### src/rtl/bus_handover_pkg.sv
`default_nettype none

package bus_handover_pkg;

    // ------------------------------------------------------------
    // Widths and reset values
    // ------------------------------------------------------------
    localparam int ADDR_W = 14;
    localparam int DATA_W = 24;
    localparam int SYNC_STAGES = 3;
    localparam int STROBE_CNT = 7;
    localparam logic DEASSERTED_N = 1'b1;
    localparam logic ASSERTED_N = 1'b0;
    localparam logic OE_ON_N = 1'b0;
    localparam logic OE_OFF_N = 1'b1;

    // ------------------------------------------------------------
    // Types
    // ------------------------------------------------------------
    typedef enum logic [1:0] {
        ARB_OWN,
        ARB_GRANTED,
        ARB_STALLED
    } arb_state_t;

    // Core's view of its external bus needs
    typedef struct packed {
        logic access_busy;   // External access in progress this cycle
        logic access_needed; // Next step needs the external bus
        logic dma_needed;    // Byte memory DMA wants the bus
    } core_bus_t;

    // Emulator side controls
    typedef struct packed {
        logic take_control;  // Emulator owns request/grant/reset
        logic single_step;   // Emulator is single stepping
        logic emu_halted;    // Halted in emulator space
    } emu_ctl_t;

endpackage

`default_nettype wire

### src/rtl/external_bus_handover.sv
`timescale 1ns/10ps
`default_nettype none

// How it works
// - Request with bus idle: cycle after it is synchronised, float bus, assert grant, halt core.
// - Continue mode keeps executing after grant until an external access is needed.
// - Request during an access: grant waits until the cycle after it ends.
// - Grant may fall between two accesses of one instruction.
// - Request removed: drop grant, drive bus again, resume where stopped.
// - Requests honoured always, also in boot and while reset is held.
// - Stall hint asserted when core or byte DMA needs bus but it is granted.
// - Master drops request to release; grant and stall hint drop, access proceeds.
// - Emulator control swaps in emulator reset, request, grant; normal grant floats.
// - Under emulator, target reset and request ignored while stepping or halted.
module external_bus_handover #(
    parameter int ADDR_W = bus_handover_pkg::ADDR_W,
    parameter int DATA_W = bus_handover_pkg::DATA_W
) (
    // Clock and reset
    input  wire logic                        clk_i,
    input  wire logic                        sys_rst_i,
    // Bus request and reset pins
    input  wire logic                        ext_bus_req_n_i,
    input  wire logic                        emu_bus_req_n_i,
    input  wire logic                        target_reset_n_i,
    input  wire logic                        emu_reset_n_i,
    // Emulator and core status
    input  wire bus_handover_pkg::emu_ctl_t  emu_ctl_i,
    input  wire bus_handover_pkg::core_bus_t core_bus_i,
    input  wire logic                        go_mode_i,
    // Core bus values
    input  wire logic [ADDR_W-1:0]           core_addr_i,
    input  wire logic [DATA_W-1:0]           core_data_i,
    input  wire logic                        core_data_wr_i,
    input  wire logic                        prog_mem_sel_n_i,
    input  wire logic                        data_mem_sel_n_i,
    input  wire logic                        byte_mem_sel_n_i,
    input  wire logic                        combined_mem_sel_n_i,
    input  wire logic                        io_space_sel_n_i,
    input  wire logic                        rd_n_i,
    input  wire logic                        wr_n_i,
    // Bus pins toward memory
    output logic [ADDR_W-1:0]                addr_o,
    output logic                             addr_oe_n_o,
    output logic [DATA_W-1:0]                data_o,
    output logic                             data_oe_n_o,
    output logic                             prog_mem_sel_n_o,
    output logic                             data_mem_sel_n_o,
    output logic                             byte_mem_sel_n_o,
    output logic                             combined_mem_sel_n_o,
    output logic                             io_space_sel_n_o,
    output logic                             rd_n_o,
    output logic                             wr_n_o,
    output logic                             strobe_oe_n_o,
    // Grant pins
    output logic                             ext_bus_grant_n_o,
    output logic                             ext_bus_grant_oe_n_o,
    output logic                             emu_bus_grant_n_o,
    output logic                             grant_stall_hint_n_o,
    // Core controls
    output logic                             core_halt_o,
    output logic                             chip_reset_o
);

    // ------------------------------------------------------------
    // Pin synchronisers
    // ------------------------------------------------------------
    logic ext_req_n_s;
    logic emu_req_n_s;
    logic tgt_rst_n_s;
    logic emu_rst_n_s;

    pin_sync #(.RESET_VAL(bus_handover_pkg::DEASSERTED_N)) u_sync_ext_req (
        .clk_i     (clk_i),
        .sys_rst_i (sys_rst_i),
        .pin_i     (ext_bus_req_n_i),
        .level_o   (ext_req_n_s)
    );
    pin_sync #(.RESET_VAL(bus_handover_pkg::DEASSERTED_N)) u_sync_emu_req (
        .clk_i     (clk_i),
        .sys_rst_i (sys_rst_i),
        .pin_i     (emu_bus_req_n_i),
        .level_o   (emu_req_n_s)
    );
    pin_sync #(.RESET_VAL(bus_handover_pkg::DEASSERTED_N)) u_sync_tgt_rst (
        .clk_i     (clk_i),
        .sys_rst_i (sys_rst_i),
        .pin_i     (target_reset_n_i),
        .level_o   (tgt_rst_n_s)
    );
    pin_sync #(.RESET_VAL(bus_handover_pkg::DEASSERTED_N)) u_sync_emu_rst (
        .clk_i     (clk_i),
        .sys_rst_i (sys_rst_i),
        .pin_i     (emu_reset_n_i),
        .level_o   (emu_rst_n_s)
    );

    // ------------------------------------------------------------
    // Source selection
    // ------------------------------------------------------------
    wire emu_on     = emu_ctl_i.take_control;
    wire tgt_ignore = emu_ctl_i.single_step | emu_ctl_i.emu_halted;
    wire tgt_req    = ~ext_req_n_s & ~tgt_ignore;
    wire req_active = emu_on ? (~emu_req_n_s | tgt_req)
                             : ~ext_req_n_s;
    wire rst_active = emu_on ? (~emu_rst_n_s | (~tgt_rst_n_s & ~tgt_ignore))
                             : ~tgt_rst_n_s;
    wire need_bus   = core_bus_i.access_needed | core_bus_i.dma_needed;

    // ------------------------------------------------------------
    // Arbitration state machine
    // ------------------------------------------------------------
    bus_handover_pkg::arb_state_t state_ff;
    bus_handover_pkg::arb_state_t nxt_state;

    // Request state acts regardless of core reset or boot
    always_comb begin
        nxt_state = state_ff;
        case (state_ff)
            bus_handover_pkg::ARB_OWN: begin
                // Grant only once no access is in flight; may land mid-instruction
                if (req_active && !core_bus_i.access_busy) begin
                    nxt_state = bus_handover_pkg::ARB_GRANTED;
                end
            end
            bus_handover_pkg::ARB_GRANTED: begin
                if (!req_active) begin
                    nxt_state = bus_handover_pkg::ARB_OWN;
                end else if (need_bus) begin
                    nxt_state = bus_handover_pkg::ARB_STALLED;
                end
            end
            bus_handover_pkg::ARB_STALLED: begin
                if (!req_active) begin
                    nxt_state = bus_handover_pkg::ARB_OWN;
                end
            end
            default: begin
                nxt_state = bus_handover_pkg::ARB_OWN;
            end
        endcase
    end

    wire nxt_granted = (nxt_state != bus_handover_pkg::ARB_OWN);
    wire nxt_stalled = (nxt_state == bus_handover_pkg::ARB_STALLED)
                     | (nxt_granted & need_bus);
    // Without continue mode the core halts as soon as the bus goes
    wire nxt_halt    = nxt_granted & (~go_mode_i | nxt_stalled);
    wire nxt_oe_n    = nxt_granted ? bus_handover_pkg::OE_OFF_N
                                   : bus_handover_pkg::OE_ON_N;
    wire nxt_grant_n = nxt_granted ? bus_handover_pkg::ASSERTED_N
                                   : bus_handover_pkg::DEASSERTED_N;

    // ------------------------------------------------------------
    // Registered outputs
    // ------------------------------------------------------------
    logic              halt_ff;
    logic              grant_n_ff;
    logic              egrant_n_ff;
    logic              grant_oe_n_ff;
    logic              hint_n_ff;
    logic              bus_oe_n_ff;
    logic              data_oe_n_ff;
    logic              rst_ff;
    logic [ADDR_W-1:0] addr_ff;
    logic [DATA_W-1:0] data_ff;
    logic [6:0]        strobes_ff;

    // Arbitration and grant pins
    always_ff @(posedge clk_i) begin
        if (sys_rst_i) begin
            state_ff      <= bus_handover_pkg::ARB_OWN;
            halt_ff       <= 1'b0;
            grant_n_ff    <= bus_handover_pkg::DEASSERTED_N;
            egrant_n_ff   <= bus_handover_pkg::DEASSERTED_N;
            grant_oe_n_ff <= bus_handover_pkg::OE_ON_N;
            hint_n_ff     <= bus_handover_pkg::DEASSERTED_N;
            bus_oe_n_ff   <= bus_handover_pkg::OE_ON_N;
            rst_ff        <= 1'b1;
        end else begin
            state_ff      <= nxt_state;
            halt_ff       <= nxt_halt;
            grant_n_ff    <= emu_on ? bus_handover_pkg::DEASSERTED_N : nxt_grant_n;
            egrant_n_ff   <= emu_on ? nxt_grant_n : bus_handover_pkg::DEASSERTED_N;
            grant_oe_n_ff <= emu_on ? bus_handover_pkg::OE_OFF_N
                                    : bus_handover_pkg::OE_ON_N;
            hint_n_ff     <= nxt_stalled ? bus_handover_pkg::ASSERTED_N
                                         : bus_handover_pkg::DEASSERTED_N;
            bus_oe_n_ff   <= nxt_oe_n;
            rst_ff        <= rst_active;
        end
    end

    // Bus value registers; data driven only on writes while owned
    always_ff @(posedge clk_i) begin
        if (sys_rst_i) begin
            addr_ff      <= '0;
            data_ff      <= '0;
            strobes_ff   <= {bus_handover_pkg::STROBE_CNT{bus_handover_pkg::DEASSERTED_N}};
            data_oe_n_ff <= bus_handover_pkg::OE_OFF_N;
        end else begin
            addr_ff      <= core_addr_i;
            data_ff      <= core_data_i;
            strobes_ff   <= {prog_mem_sel_n_i, data_mem_sel_n_i, byte_mem_sel_n_i,
                             combined_mem_sel_n_i, io_space_sel_n_i, rd_n_i, wr_n_i};
            data_oe_n_ff <= (nxt_granted | ~core_data_wr_i) ? bus_handover_pkg::OE_OFF_N
                                                             : bus_handover_pkg::OE_ON_N;
        end
    end

    assign addr_o               = addr_ff;
    assign addr_oe_n_o          = bus_oe_n_ff;
    assign data_o               = data_ff;
    assign data_oe_n_o          = data_oe_n_ff;
    assign prog_mem_sel_n_o     = strobes_ff[6];
    assign data_mem_sel_n_o     = strobes_ff[5];
    assign byte_mem_sel_n_o     = strobes_ff[4];
    assign combined_mem_sel_n_o = strobes_ff[3];
    assign io_space_sel_n_o     = strobes_ff[2];
    assign rd_n_o               = strobes_ff[1];
    assign wr_n_o               = strobes_ff[0];
    assign strobe_oe_n_o        = bus_oe_n_ff;
    assign ext_bus_grant_n_o    = grant_n_ff;
    assign ext_bus_grant_oe_n_o = grant_oe_n_ff;
    assign emu_bus_grant_n_o    = egrant_n_ff;
    assign grant_stall_hint_n_o = hint_n_ff;
    assign core_halt_o          = halt_ff;
    assign chip_reset_o         = rst_ff;

endmodule

`default_nettype wire

### src/rtl/pin_sync.sv
`timescale 1ns/10ps
`default_nettype none

// ------------------------------------------------------------
// Three stage pin synchroniser, change accepted when last two agree
// ------------------------------------------------------------
module pin_sync #(
    parameter logic RESET_VAL = 1'b1
) (
    // Clock and reset
    input  wire logic clk_i,
    input  wire logic sys_rst_i,
    // Pin and result
    input  wire logic pin_i,
    output logic      level_o
);

    logic s1_ff;
    logic s2_ff;
    logic s3_ff;
    logic level_ff;

    // Shift chain; first stage feeds only the second
    always_ff @(posedge clk_i) begin
        if (sys_rst_i) begin
            s1_ff    <= RESET_VAL;
            s2_ff    <= RESET_VAL;
            s3_ff    <= RESET_VAL;
            level_ff <= RESET_VAL;
        end else begin
            s1_ff <= pin_i;
            s2_ff <= s1_ff;
            s3_ff <= s2_ff;
            if (s2_ff == s3_ff) begin
                level_ff <= s3_ff;
            end
        end
    end

    assign level_o = level_ff;

endmodule

`default_nettype wire

### config.mk
export PLATFORM = sky130hd
export DESIGN_NAME = external_bus_handover
export DESIGN_NICKNAME = d
export VERILOG_FILES = /design/src/rtl/bus_handover_pkg.sv /design/src/rtl/external_bus_handover.sv /design/src/rtl/pin_sync.sv
export SDC_FILE = /design/constraint.sdc
export NUM_CORES = 1
export LEC_CHECK = 0
export ABC_CLOCK_PERIOD_IN_PS = 1600
export BUFFER_PORTS_ARGS = -buffer_cell sky130_fd_sc_hd__buf_2
export CAP_MARGIN = 40
export CORE_MARGIN = 4
export CORE_UTILIZATION = 43
export DETAILED_ROUTE_END_ITERATION = 7
export MAX_ROUTING_LAYER = met4
export PLACE_DENSITY = 0.77
export REMOVE_ABC_BUFFERS = 1
export SLEW_MARGIN = 10
export SYNTH_ARGS = -nofsm -noshare
export SYNTH_HDL_FRONTEND = slang
export SYNTH_SLANG_ARGS = --single-unit
### constraint.sdc
create_clock -name clk_i -period 1.6 [get_ports clk_i]
set_clock_uncertainty 0.05 [all_clocks]
set_input_delay 0.24 -clock clk_i [delete_from_list [all_inputs] [get_ports clk_i]]
set_output_delay 0.24 -clock clk_i [all_outputs]
set_load 0.03 [all_outputs]
* Yosys cells after proc, flatten, opt, wreduce, memory -nomap -nowiden *
Cells that the tools add are included.

word-level totals
  register bits after elaboration = 71
  bits in latches = 0
  RAM bits = 0
  memory bits (read-only) = 0
  input port bits = 59
  output and inout bits = 54
  word-level logic and storage cells = 72
  memories = 0

cells by class
  add/sub/neg operators = 0
  multipliers = 0
  divide/modulo/power cells = 0
  order comparisons = 0
  equality and inequality tests = 7
  shift operators = 0
  mux-type cells = 12
  bitwise operators = 19
  reduce and logical (&&, ||, !) cells = 6

operator list
  kind                  count
  $mux W2               4
  $not A1 Y1            8
  $mux W1               7
  $or A1 B1 Y1          7
  $pmux W2 S3           1
  $and A1 B1 Y1         4
  $eq A1 B1 Y1          4
  $eq A2 B2 Y1 const B  2
  $reduce_or A2 Y1      2
  $eq A2 B1 Y1 const B  1
  $logic_not A2 Y1      1
  $reduce_bool A2 Y1    1
  $logic_and A1 B1 Y1   1
  $logic_not A1 Y1      1

* Logic depth before layout (Yosys ltp) *
Gate-level depths: netlist (run 1).

  word-level depth = 13
  mapped depth = 3

* Cells and area by module *
A second synthesis (run 1) with hierarchy kept.

unflattened totals
  cells, all modules = 173
  area total of the unflattened synthesis = 2042.0 µm²

modules (own cells, without submodules)
  module                 times used  cells an instance  area an instance (µm²)
  external_bus_handover  1           133                1581.5
  pin_sync               4           10                 115.1

* Least setup slack after synthesis (run 1) *
No wires, ideal clock.

  kind = flip-flop to flip-flop
  start = register state_ff[1]
  end = register egrant_n_ff (netlist: emu_bus_grant_n_o)
  data arrival time = 1.035 ns
  slack = 0.388 ns
  stages on the path, launching flop included = 3
  buffers on the path = 0
  cell sequence = dfxtp_1 mux2_2 or3_1

on the way
  longest elaborated chain between the ends = 5

RTL lines
  item                    line                          text
  start, declared         external_bus_handover.sv:113  bus_handover_pkg::arb_state_t state_ff;
  start signal, assigned  external_bus_handover.sv:172  state_ff <= bus_handover_pkg::ARB_OWN;
  start signal, assigned  external_bus_handover.sv:181  state_ff <= nxt_state;
  $mux W2                 external_bus_handover.sv:129  end else if (need_bus) begin
  $mux W2                 external_bus_handover.sv:127  if (!req_active) begin
  $pmux W2 S3 *           external_bus_handover.sv:119  case (state_ff)
  $reduce_bool A2 Y1 *    external_bus_handover.sv:144  wire nxt_granted = (nxt_state != bus_handover_pkg::ARB_OWN);
  $mux W1 *               external_bus_handover.sv:151  wire nxt_grant_n = nxt_granted ? bus_handover_pkg::ASSERTED_N
  end signal, assigned    external_bus_handover.sv:175  egrant_n_ff <= bus_handover_pkg::DEASSERTED_N;
  end signal, assigned    external_bus_handover.sv:184  egrant_n_ff <= emu_on ? nxt_grant_n : bus_handover_pkg::DEASSERTED_N;
  end, declared           external_bus_handover.sv:159  logic egrant_n_ff;

Every way passes the cells marked *; elsewhere a longest branch is shown, timed or not.
A chain may end at the register's enable or synchronous reset.

* Worst setup path after layout (run 1) *
  start = register state_ff[1]
  end = register grant_n_ff (netlist: ext_bus_grant_n_o)

on the way
  longest elaborated chain between the ends = 5

RTL lines
  item                  line                          text
  $mux W2               external_bus_handover.sv:129
  $mux W2               external_bus_handover.sv:127
  $pmux W2 S3 *         external_bus_handover.sv:119
  $reduce_bool A2 Y1 *  external_bus_handover.sv:144
  $mux W1 *             external_bus_handover.sv:151
  end signal, assigned  external_bus_handover.sv:174  grant_n_ff <= bus_handover_pkg::DEASSERTED_N;
  end signal, assigned  external_bus_handover.sv:183  grant_n_ff <= emu_on ? bus_handover_pkg::DEASSERTED_N : nxt_grant_n;
  end, declared         external_bus_handover.sv:158  logic grant_n_ff;

Marked as above.

==> results.json, run 1 <==
{
  "regArea_sq_mm": 0.00142,
  "vias": 1532,
  "fin_setup_tns_ns": 0,
  "globalplace.congestion": 0.761,
  "cellPowerDensity_mw_per_mm2": 1270,
  "die_h_um": 76.8,
  "ys_types": 20,
  "clkPwrFrac_pct": 38.5,
  "cap_violations": 0,
  "fmax_mhz": 779,
  "p_leak_uw": 0.00136,
  "comb_power_share_pct": 9.8,
  "synth_top_family_by_area": "simple AND/OR/NAND/NOR gates",
  "ys_seq_elements": 71,
  "grt_max_degree": 32,
  "area_delta_synth_final_pct": 39.7,
  "p_seq_share_pct": 51.7,
  "post_drt_wl_per_cell_um": 11.5,
  "cts_inserted_buffers": 9,
  "vias_per_cell": 4.40,
  "timing.rr.start": "state_ff[1]",
  "cts_tree": "done",
  "chipWidth_um": 76.8,
  "clock-sinks": 71,
  "synth-compound-area-share_pct": 4.92,
  "setup_slack_ns": 0.316,
  "cp_max_fo": 6,
  "arrival_ns": 1.44,
  "synthAdderAreaFrac_pct": 0,
  "drc": 0,
  "reg2reg_to": "ext_bus_grant_n_o",
  "rr_worst_depth": 2,
  "final-setup-viol-count": 0,
  "syn_avg_cell_area_sq_um": 11.7,
  "rows": 24,
  "rsz0062_at_grt": "no",
  "worst-path-buf-inv": 0,
  "slew_headroom_pct": 81.3,
  "final_common_cell": "buf_2",
  "port_buffers": 112,
  "ys_seq_area_share_pct": 69.9,
  "hp-start": "byte_mem_sel_n_i",
  "critPathTopFamily": "flip-flops",
  "holdPathEnd": "strobes_ff[4]",
  "dp_hpwl_um": 3110,
  "hold_path.class": "primary input to flop",
  "ctsRootBufferMaster": "clkbuf_8",
  "multiInputGateArea_sq_um": 576,
  "drt_wl_total_um": 4020,
  "grt_pass1_vias": 1555,
  "post_cts_resized": 0,
  "muxShareOfSynthArea_pct": 1.60,
  "slowest_delay_ns": 0.42,
  "post-route-min-period_ns": 1.28,
  "postCtsSetupBuffers": 0,
  "regToRegSetupSlack_ns": 0.32,
  "sw_frac_of_total_pct": 22.9,
  "cp-start-kind": "flop",
  "finalPower_uw": 3600,
  "clkTransAtPathRegs_ns": 0.07,
  "io_pins": 113,
  "cp.required_ns": 1.76,
  "grt_pass1_wl_um": 6680,
  "worstSkewPairLatency_ns": 0.33,
  "final_cell_mix": "112 x buf_2, 71 x dfxtp_1, 39 x nor2b_1",
  "synth_xor_area_share_pct": 0,
  "syn-cell-area_sq_mm": 0.00203,
  "utilization_pct": 63.5,
  "start_util_pct": 45.5,
  "cp-end-kind": "flop",
  "p_switching_uw": 824,
  "dieArea_sq_mm": 0.00590,
  "core_sq_mm": 0.00447,
  "drtAntennaViolNets": 0,
  "hold_violations": 0,
  "clk_path_buf_depth": 2,
  "diodes": 0,
  "tightest_slew_ns": 0.273,
  "cts_hold_buf": 0,
  "htree_levels": 3,
  "internal-power_uw": 2780,
  "nNetsFinal": 351,
  "place_ws_ns": 0.296,
  "first_pass_iters": 4,
  "cp_slowest_cell": "dfxtp_1",
  "synth-simple-area-share_pct": 21.8,
  "fillCellCount": 385,
  "antenna_found_initial": 0,
  "grt_use_total_pct": 15.1,
  "yosys_warnings": 0,
  "crit_path_cell_trace": "mux2_2, or3_1",
  "period_share_pct": 80.2,
  "drive_above_1_share_pct": 51.0,
  "holdPathStages": 2,
  "syn_inst": 174,
  "vdd_drop_max_uv": 836,
  "gr-total-overflow": 0,
  "startpoint": "state_ff[1]",
  "slew_violations": 0,
  "dr.first_iter.drc_count": 28,
  "crit_type": "flop to flop",
  "status": "completed"
}
==> cell families after synthesis <==
family / after synthesis
AO/OA/AOI/OAI: 16
buffers and inverters: 9
AND/OR/NAND/NOR: 75
multiplexers: 3
flip-flops: 71
==> worst max-delay path by stage <==
stage                                    to  slack (ns)  cells after the start
final                     ext_bus_grant_n_o        0.32                      2
after global routing      ext_bus_grant_n_o        0.23                      3
after global placement    emu_bus_grant_n_o        0.34                      4
after detailed placement  ext_bus_grant_n_o        0.30                      4
after CTS                 ext_bus_grant_n_o        0.31                      2
after floorplan           emu_bus_grant_n_o        0.39                      2
==> layout make-up <==
type / instances / share of cell area, %
sequential: 71 / 50.0
multi-input combinational: 94 / 20.2
timing repair buffer: 114 / 20.2
clock buffer: 12 / 5.46
tap: 52 / 2.29
clock inverter: 3 / 1.50
inverter: 2 / 0.264
==> state kept, by name, indices dropped and copies added (netlist names), 2 cells and up <==
register    count
strobes_ff      7
data_o         24
state_ff        2
addr_o         14
==> power groups by stage <==
stage | Clock, uW | Combinational, uW | Sequential [uW]
6_report | 1390 | 353 | 1860
5_1_grt | 1530 | 380 | 1870
4_1_cts | 1430 | 359 | 1860
3_5_place_dp | 0 | 359 | 1900
3_3_place_gp | 0 | 352 | 1900
2_1_floorplan | 0 | 61.3 | 2040
==> cell usage after synthesis <==
cell	instances	area [sq um]
buf_4	1	7.51
nor3_2	1	10.0
or3_1	2	12.5
o221ai_1	1	8.76
nor2_1	12	45.0
mux2i_1	1	10.0
or2_2	19	119
o21a_1	1	7.51
dfxtp_1	71	1420
o21ai_2	1	8.76
o211ai_1	2	15.0
nand2_1	1	3.75
o21ai_0	5	25.0
inv_1	2	7.51
a21oi_1	5	25.0
nor2b_1	39	244
mux2_2	2	22.5
clkbuf_1	6	22.5
o211a_1	1	10.0
nor4b_1	1	8.76
==> routing by layer <==
layer / routed length (um) / global-route usage (%) / vias up / share of wire (%)
li1: - / - / 783 / -
met1: 1490 / 14.1 / 673 / 37
met2: 2090 / 26.8 / 70 / 52
met3: 383 / 7.73 / 6 / 9.5
met4: 46 / 4.35 / 0 / 1.1
met5: 0 / - / - / 0
==> metrics by stage <==
stage	std cells	area, sq um	hold slack [ns]
floorplan	167	2000	0.257
global placement	333	2650	0.341
detailed placement	333	2650	0.344
CTS	348	2840	0.0222
global route	348	2840	0.0122
finish	348	2840	0.0392
(Power assumes the default switching activity.)
==> run 2, diff against run 1 <==
--- a/config.mk
+++ b/config.mk
@@ -5,14 +5,14 @@
 export SDC_FILE = /design/constraint.sdc
 export NUM_CORES = 1
 export LEC_CHECK = 0
-export ABC_CLOCK_PERIOD_IN_PS = 1600
+export ABC_CLOCK_PERIOD_IN_PS = 1100
 export BUFFER_PORTS_ARGS = -buffer_cell sky130_fd_sc_hd__buf_2
 export CAP_MARGIN = 40
 export CORE_MARGIN = 4
-export CORE_UTILIZATION = 43
+export CORE_UTILIZATION = 39
 export DETAILED_ROUTE_END_ITERATION = 7
 export MAX_ROUTING_LAYER = met4
-export PLACE_DENSITY = 0.77
+export PLACE_DENSITY = 0.74
 export REMOVE_ABC_BUFFERS = 1
 export SLEW_MARGIN = 10
 export SYNTH_ARGS = -nofsm -noshare
==> constraint.sdc (replaced) <==
create_clock -name clk_i -period 1.1 [get_ports clk_i]
set_clock_uncertainty 0.05 [all_clocks]
set_input_delay 0.165 -clock clk_i [delete_from_list [all_inputs] [get_ports clk_i]]
set_output_delay 0.165 -clock clk_i [all_outputs]
set_load 0.03 [all_outputs]
==> results.json, run 2 (synthesis results as in run 1) <==
{
  "status": "finished, violations left",
  "violations": "negative setup slack",
  "grt_pass1_vias": 1762,
  "drc": 0,
  "grt_max_degree": 28,
  "core_sq_mm": 0.00507,
  "final-setup-viol-count": 2,
  "cts_inserted_buffers": 9,
  "slew_headroom_pct": 82.7,
  "die_h_um": 80.2,
  "largest_reg_flops": 24,
  "dr.first_iter.drc_count": 68,
  "cp.required_ns": 1.25,
  "multiInputGateArea_sq_um": 599,
  "arrival_ns": 1.30,
  "port_buffers": 112,
  "fillCellCount": 419,
  "nNetsFinal": 393,
  "worstSkewPairLatency_ns": 0.32,
  "slew_violations": 0,
  "gr-total-overflow": 0,
  "tightest_slew_ns": 0.260,
  "rsz0062_at_grt": "yes",
  "globalplace.congestion": 0.780,
  "antenna_found_initial": 0,
  "cts_tree": "done",
  "grt_pass1_wl_um": 7570,
  "dp_hpwl_um": 3240,
  "crit_type": "flop to flop",
  "hold_path.class": "primary input to flop",
  "io_pins": 113,
  "dieArea_sq_mm": 0.00644,
  "start_util_pct": 40.1,
  "stdcell_count": 407,
  "drtAntennaViolNets": 0,
  "post_drt_wl_per_cell_um": 11.8,
  "post-route-min-period_ns": 1.15,
  "setup_slack_ns": -0.0486,
  "final_cell_mix": "110 x buf_2, 68 x dfxtp_1, 38 x nor2b_1",
  "hold_violations": 0,
  "regArea_sq_mm": 0.00143,
  "ctsRootBufferMaster": "clkbuf_8",
  "cellPowerDensity_mw_per_mm2": 1560,
  "fmax_mhz": 871,
  "vias_per_cell": 4.16,
  "final_common_cell": "buf_2",
  "period_share_pct": 104,
  "cp-end-kind": "flop",
  "regToRegSetupSlack_ns": -0.05,
  "chipWidth_um": 80.2,
  "cp_max_fo": 4,
  "drive_above_1_share_pct": 49.0,
  "clkTransAtPathRegs_ns": 0.07,
  "vias": 1694,
  "cp-start-kind": "flop",
  "vdd_drop_max_uv": 856,
  "utilization_pct": 64.2,
  "drt_wl_total_um": 4800,
  "placed_cells": 361,
  "clk_path_buf_depth": 2,
  "first_pass_iters": 3,
  "diodes": 0,
  "final_cell_area_sq_mm": 0.00326,
  "area_delta_synth_final_pct": 60.2,
  "rows": 26,
  "cap_violations": 0,
  "place_area_sq_mm": 0.00274,
  "p_leak_uw": 0.00154,
  "htree_levels": 3,
  "grt_use_total_pct": 15.9,
  "clock-sinks": 71
}
## run 2: cell types whose count changed in the layout (fill, tap and decap cells not counted), moves of 2 or more
| cell | delta |
|---|---|
| buf_4 | +13 |
| buf_2 | -2 |
| dfxtp_1 | -3 |
| dlygate4sd3_1 | +31 |
| dfxtp_2 | +2 |
## run 2: stage by stage
stage | setup WS, ns | hold WS, ns | power [uW] | TNS [ns]
2_1_floorplan | -0.112 | 0.182 | 3050 | -0.225
3_3_place_gp | -0.0696 | 0.297 | 3290 | -0.139
3_5_place_dp | -0.113 | 0.299 | 3300 | -0.228
4_1_cts | -0.0633 | 0.000000999 | 5140 | -0.124
5_1_grt | -0.0992 | 0.00342 | 5310 | -0.220
6_report | -0.0486 | 0.0102 | 5070 | -0.0948
## run 2: area by class of cell
cell class / count / share of cell area, %
clock inverters: 1 / 0.154
flip-flops and latches: 71 / 43.8
inverters: 2 / 0.230
well taps: 70 / 2.69
clock buffers: 13 / 4.88
repair buffers: 156 / 29.9
multi-input cells: 94 / 18.4
## run 2: path summary, 6_finish.rpt
kind                                           start                    to  cells past startpoint
worst min-delay path                  core_data_i[1]             data_o[1]                      2
worst max register to register           state_ff[0]     ext_bus_grant_n_o                      3
worst max-delay path                     state_ff[0]     ext_bus_grant_n_o                      3
worst min register to register  u_sync_emu_req.s1_ff  u_sync_emu_req.s2_ff                      1
## run 2: critical path, cell delays in order (launching register included)
cell,delay (ns)
dfxtp_4,0.37
nor2b_4,0.04
mux2_4,0.28
or3_1,0.30
## run 2: repair_timing
| action | in CTS | in global routing |
|---|---|---|
| pin swaps | 2 | 0 |
| setup buffers | 1 | 0 |
| endpoints found under the hold margin | 29 | 2 |
| endpoints found under the setup margin | 4 | 7 |
| hold buffers | 29 | 2 |
| gates resized for setup | 4 | 9 |
## run 2: where the power goes
| part | internal (uW) | leakage [uW] | switching (uW) |
|---|---|---|---|
| registers | 2680 | 0.000589 | 26.5 |
| clock network | 916 | 0.0000854 | 822 |
| logic | 289 | 0.000863 | 338 |
## run 2: routing by layer
metal / GRT usage [%] / vias up / share of wire (%)
li1: - / 864 / -
met1: 15.3 / 758 / 38
met2: 30.4 / 68 / 54
met3: 3.92 / 4 / 7.0
met4: 6.08 / 0 / 0.75
met5: - / - / 0
==> run 3, diff against run 2 <==
--- a/config.mk
+++ b/config.mk
@@ -8,7 +8,7 @@
 export ABC_CLOCK_PERIOD_IN_PS = 1100
 export BUFFER_PORTS_ARGS = -buffer_cell sky130_fd_sc_hd__buf_2
 export CAP_MARGIN = 40
-export CORE_MARGIN = 4
+export CORE_ASPECT_RATIO = 1.75
 export CORE_UTILIZATION = 39
 export DETAILED_ROUTE_END_ITERATION = 7
 export MAX_ROUTING_LAYER = met4
==> results.json, run 3 (synthesis results as in run 1) <==
{
  "final_cell_area_sq_mm": 0.00349,
  "hold_path.class": "primary input to flop",
  "cap_violations": 0,
  "dp_hpwl_um": 2760,
  "worstSkewPairLatency_ns": 0.33,
  "setup_slack_ns": -0.0593,
  "crit_type": "flop to flop",
  "worst-path-buf-inv": 0,
  "cp_max_fo": 4,
  "die_h_um": 97.5,
  "regArea_sq_mm": 0.00143,
  "slew_headroom_pct": 84.8,
  "cellPowerDensity_mw_per_mm2": 1620,
  "first_pass_iters": 4,
  "clock-sinks": 71,
  "cts_inserted_buffers": 9,
  "utilization_pct": 70.2,
  "grt_use_total_pct": 19.7,
  "io_pins": 113,
  "vias_per_cell": 4.35,
  "nNetsFinal": 408,
  "final-setup-viol-count": 3,
  "rows": 34,
  "drive_above_1_share_pct": 46.6,
  "arrival_ns": 1.33,
  "largest_reg_flops": 24,
  "tightest_slew_ns": 0.225,
  "place_ws_ns": -0.125,
  "crit_path_cell_trace": "nor2b_2, mux2_4, or3_1",
  "cp.required_ns": 1.27,
  "fillCellCount": 397,
  "violations": "negative setup slack",
  "slowest_delay_ns": 0.36,
  "chipWidth_um": 56.6,
  "clkTransAtPathRegs_ns": 0.07,
  "cp-start-kind": "flop",
  "globalplace.congestion": 0.755,
  "drtAntennaViolNets": 0,
  "gr-total-overflow": 0,
  "vdd_drop_max_uv": 1390,
  "dr.first_iter.drc_count": 40,
  "slew_violations": 0,
  "dieArea_sq_mm": 0.00552,
  "post_drt_wl_per_cell_um": 12.1,
  "area_delta_synth_final_pct": 71.6,
  "start_util_pct": 40.9,
  "antenna_found_initial": 0,
  "final_cell_mix": "100 x buf_2, 68 x dfxtp_1, 49 x dlygate4sd3_1",
  "clk_path_buf_depth": 2,
  "cts_tree": "done",
  "period_share_pct": 105,
  "status": "finished, violations left",
  "grt_pass1_wl_um": 7960,
  "drt_wl_total_um": 4960,
  "cp_slowest_cell": "dfxtp_2",
  "place_area_sq_mm": 0.00272,
  "vias": 1774,
  "grt_pass1_vias": 1843,
  "multiInputGateArea_sq_um": 601,
  "drc": 0,
  "core_sq_mm": 0.00498,
  "final_common_cell": "buf_2",
  "rsz0062_at_grt": "yes",
  "cp-end-kind": "flop",
  "critPathTopFamily": "flip-flops",
  "fmax_mhz": 863,
  "p_leak_uw": 0.00163,
  "grt_max_degree": 59,
  "hold_violations": 0,
  "diodes": 0,
  "ctsRootBufferMaster": "clkbuf_8",
  "port_buffers": 112,
  "hold-worst-slack_ns": 0.0310,
  "htree_levels": 3,
  "post-route-min-period_ns": 1.16
}
==> run 3: cell types whose count changed in the layout (fill, tap and decap cells not counted), sizes merged <==
cell / delta
dlygate4sd3: +18
buf: -9
clkbuf: +4
bufinv: +2
clkinv: +1
clkinvlp: +1
==> run 3: repair_timing <==
item	CTS	global route
setup endpoints to repair	6	17
hold buffers	49	0
pin swaps	2	2
hold endpoints to repair	49	0
resized for setup	6	20
buffers inserted	0	1
==> run 3: final cells by class <==
| cell class | count | area share, % |
|---|---|---|
| flip-flops and latches | 71 | 40.8 |
| repair buffers | 171 | 33.5 |
| multi-input cells | 94 | 17.2 |
| clock buffers | 11 | 4.05 |
| clock inverters | 5 | 2.33 |
| well taps | 54 | 1.93 |
| inverters | 2 | 0.215 |
==> run 3: routing by layer <==
metal  routed length [um]  GRT usage [%]  vias to the layer above  part of all wire [%]
li1                     -              -                      897                     -
met1                 1640           17.2                      802                    33
met2                 2990           36.6                       65                    60
met3                  206           4.93                       10                   4.2
met4                  121           11.4                        0                   2.4
met5                    0              -                        -                     0
==> run 3: final timing paths <==
path                        start                    to  slack [ns]  cells after the start
max                   state_ff[0]     ext_bus_grant_n_o       -0.06                      3
min                core_data_i[5]             data_o[5]        0.03                      2
max reg2reg           state_ff[0]     ext_bus_grant_n_o       -0.06                      3
min reg2reg  u_sync_emu_req.s1_ff  u_sync_emu_req.s2_ff        0.35                      1
==> run 3: stage by stage <==
step / std cells / total power [uW] / setup TNS (ns)
after floorplan: 167 / 3050 / -0.225
after global placement: 343 / 3290 / -0.115
after detailed placement: 343 / 3300 / -0.262
after CTS: 408 / 5720 / -0.134
after global routing: 408 / 5900 / -0.250
final: 408 / 5670 / -0.126
==> run 3: worst reg2reg max path: stages (launching register included) <==
cell,delay [ns]
dfxtp_2,0.36
nor2b_2,0.05
mux2_4,0.28
or3_1,0.31
==> run 3: report_power, final <==
group / total, uW / internal (uW) / switching (uW)
Clock: 2270 / 1340 / 933
Combinational: 686 / 338 / 348
Sequential: 2710 / 2680 / 29.1
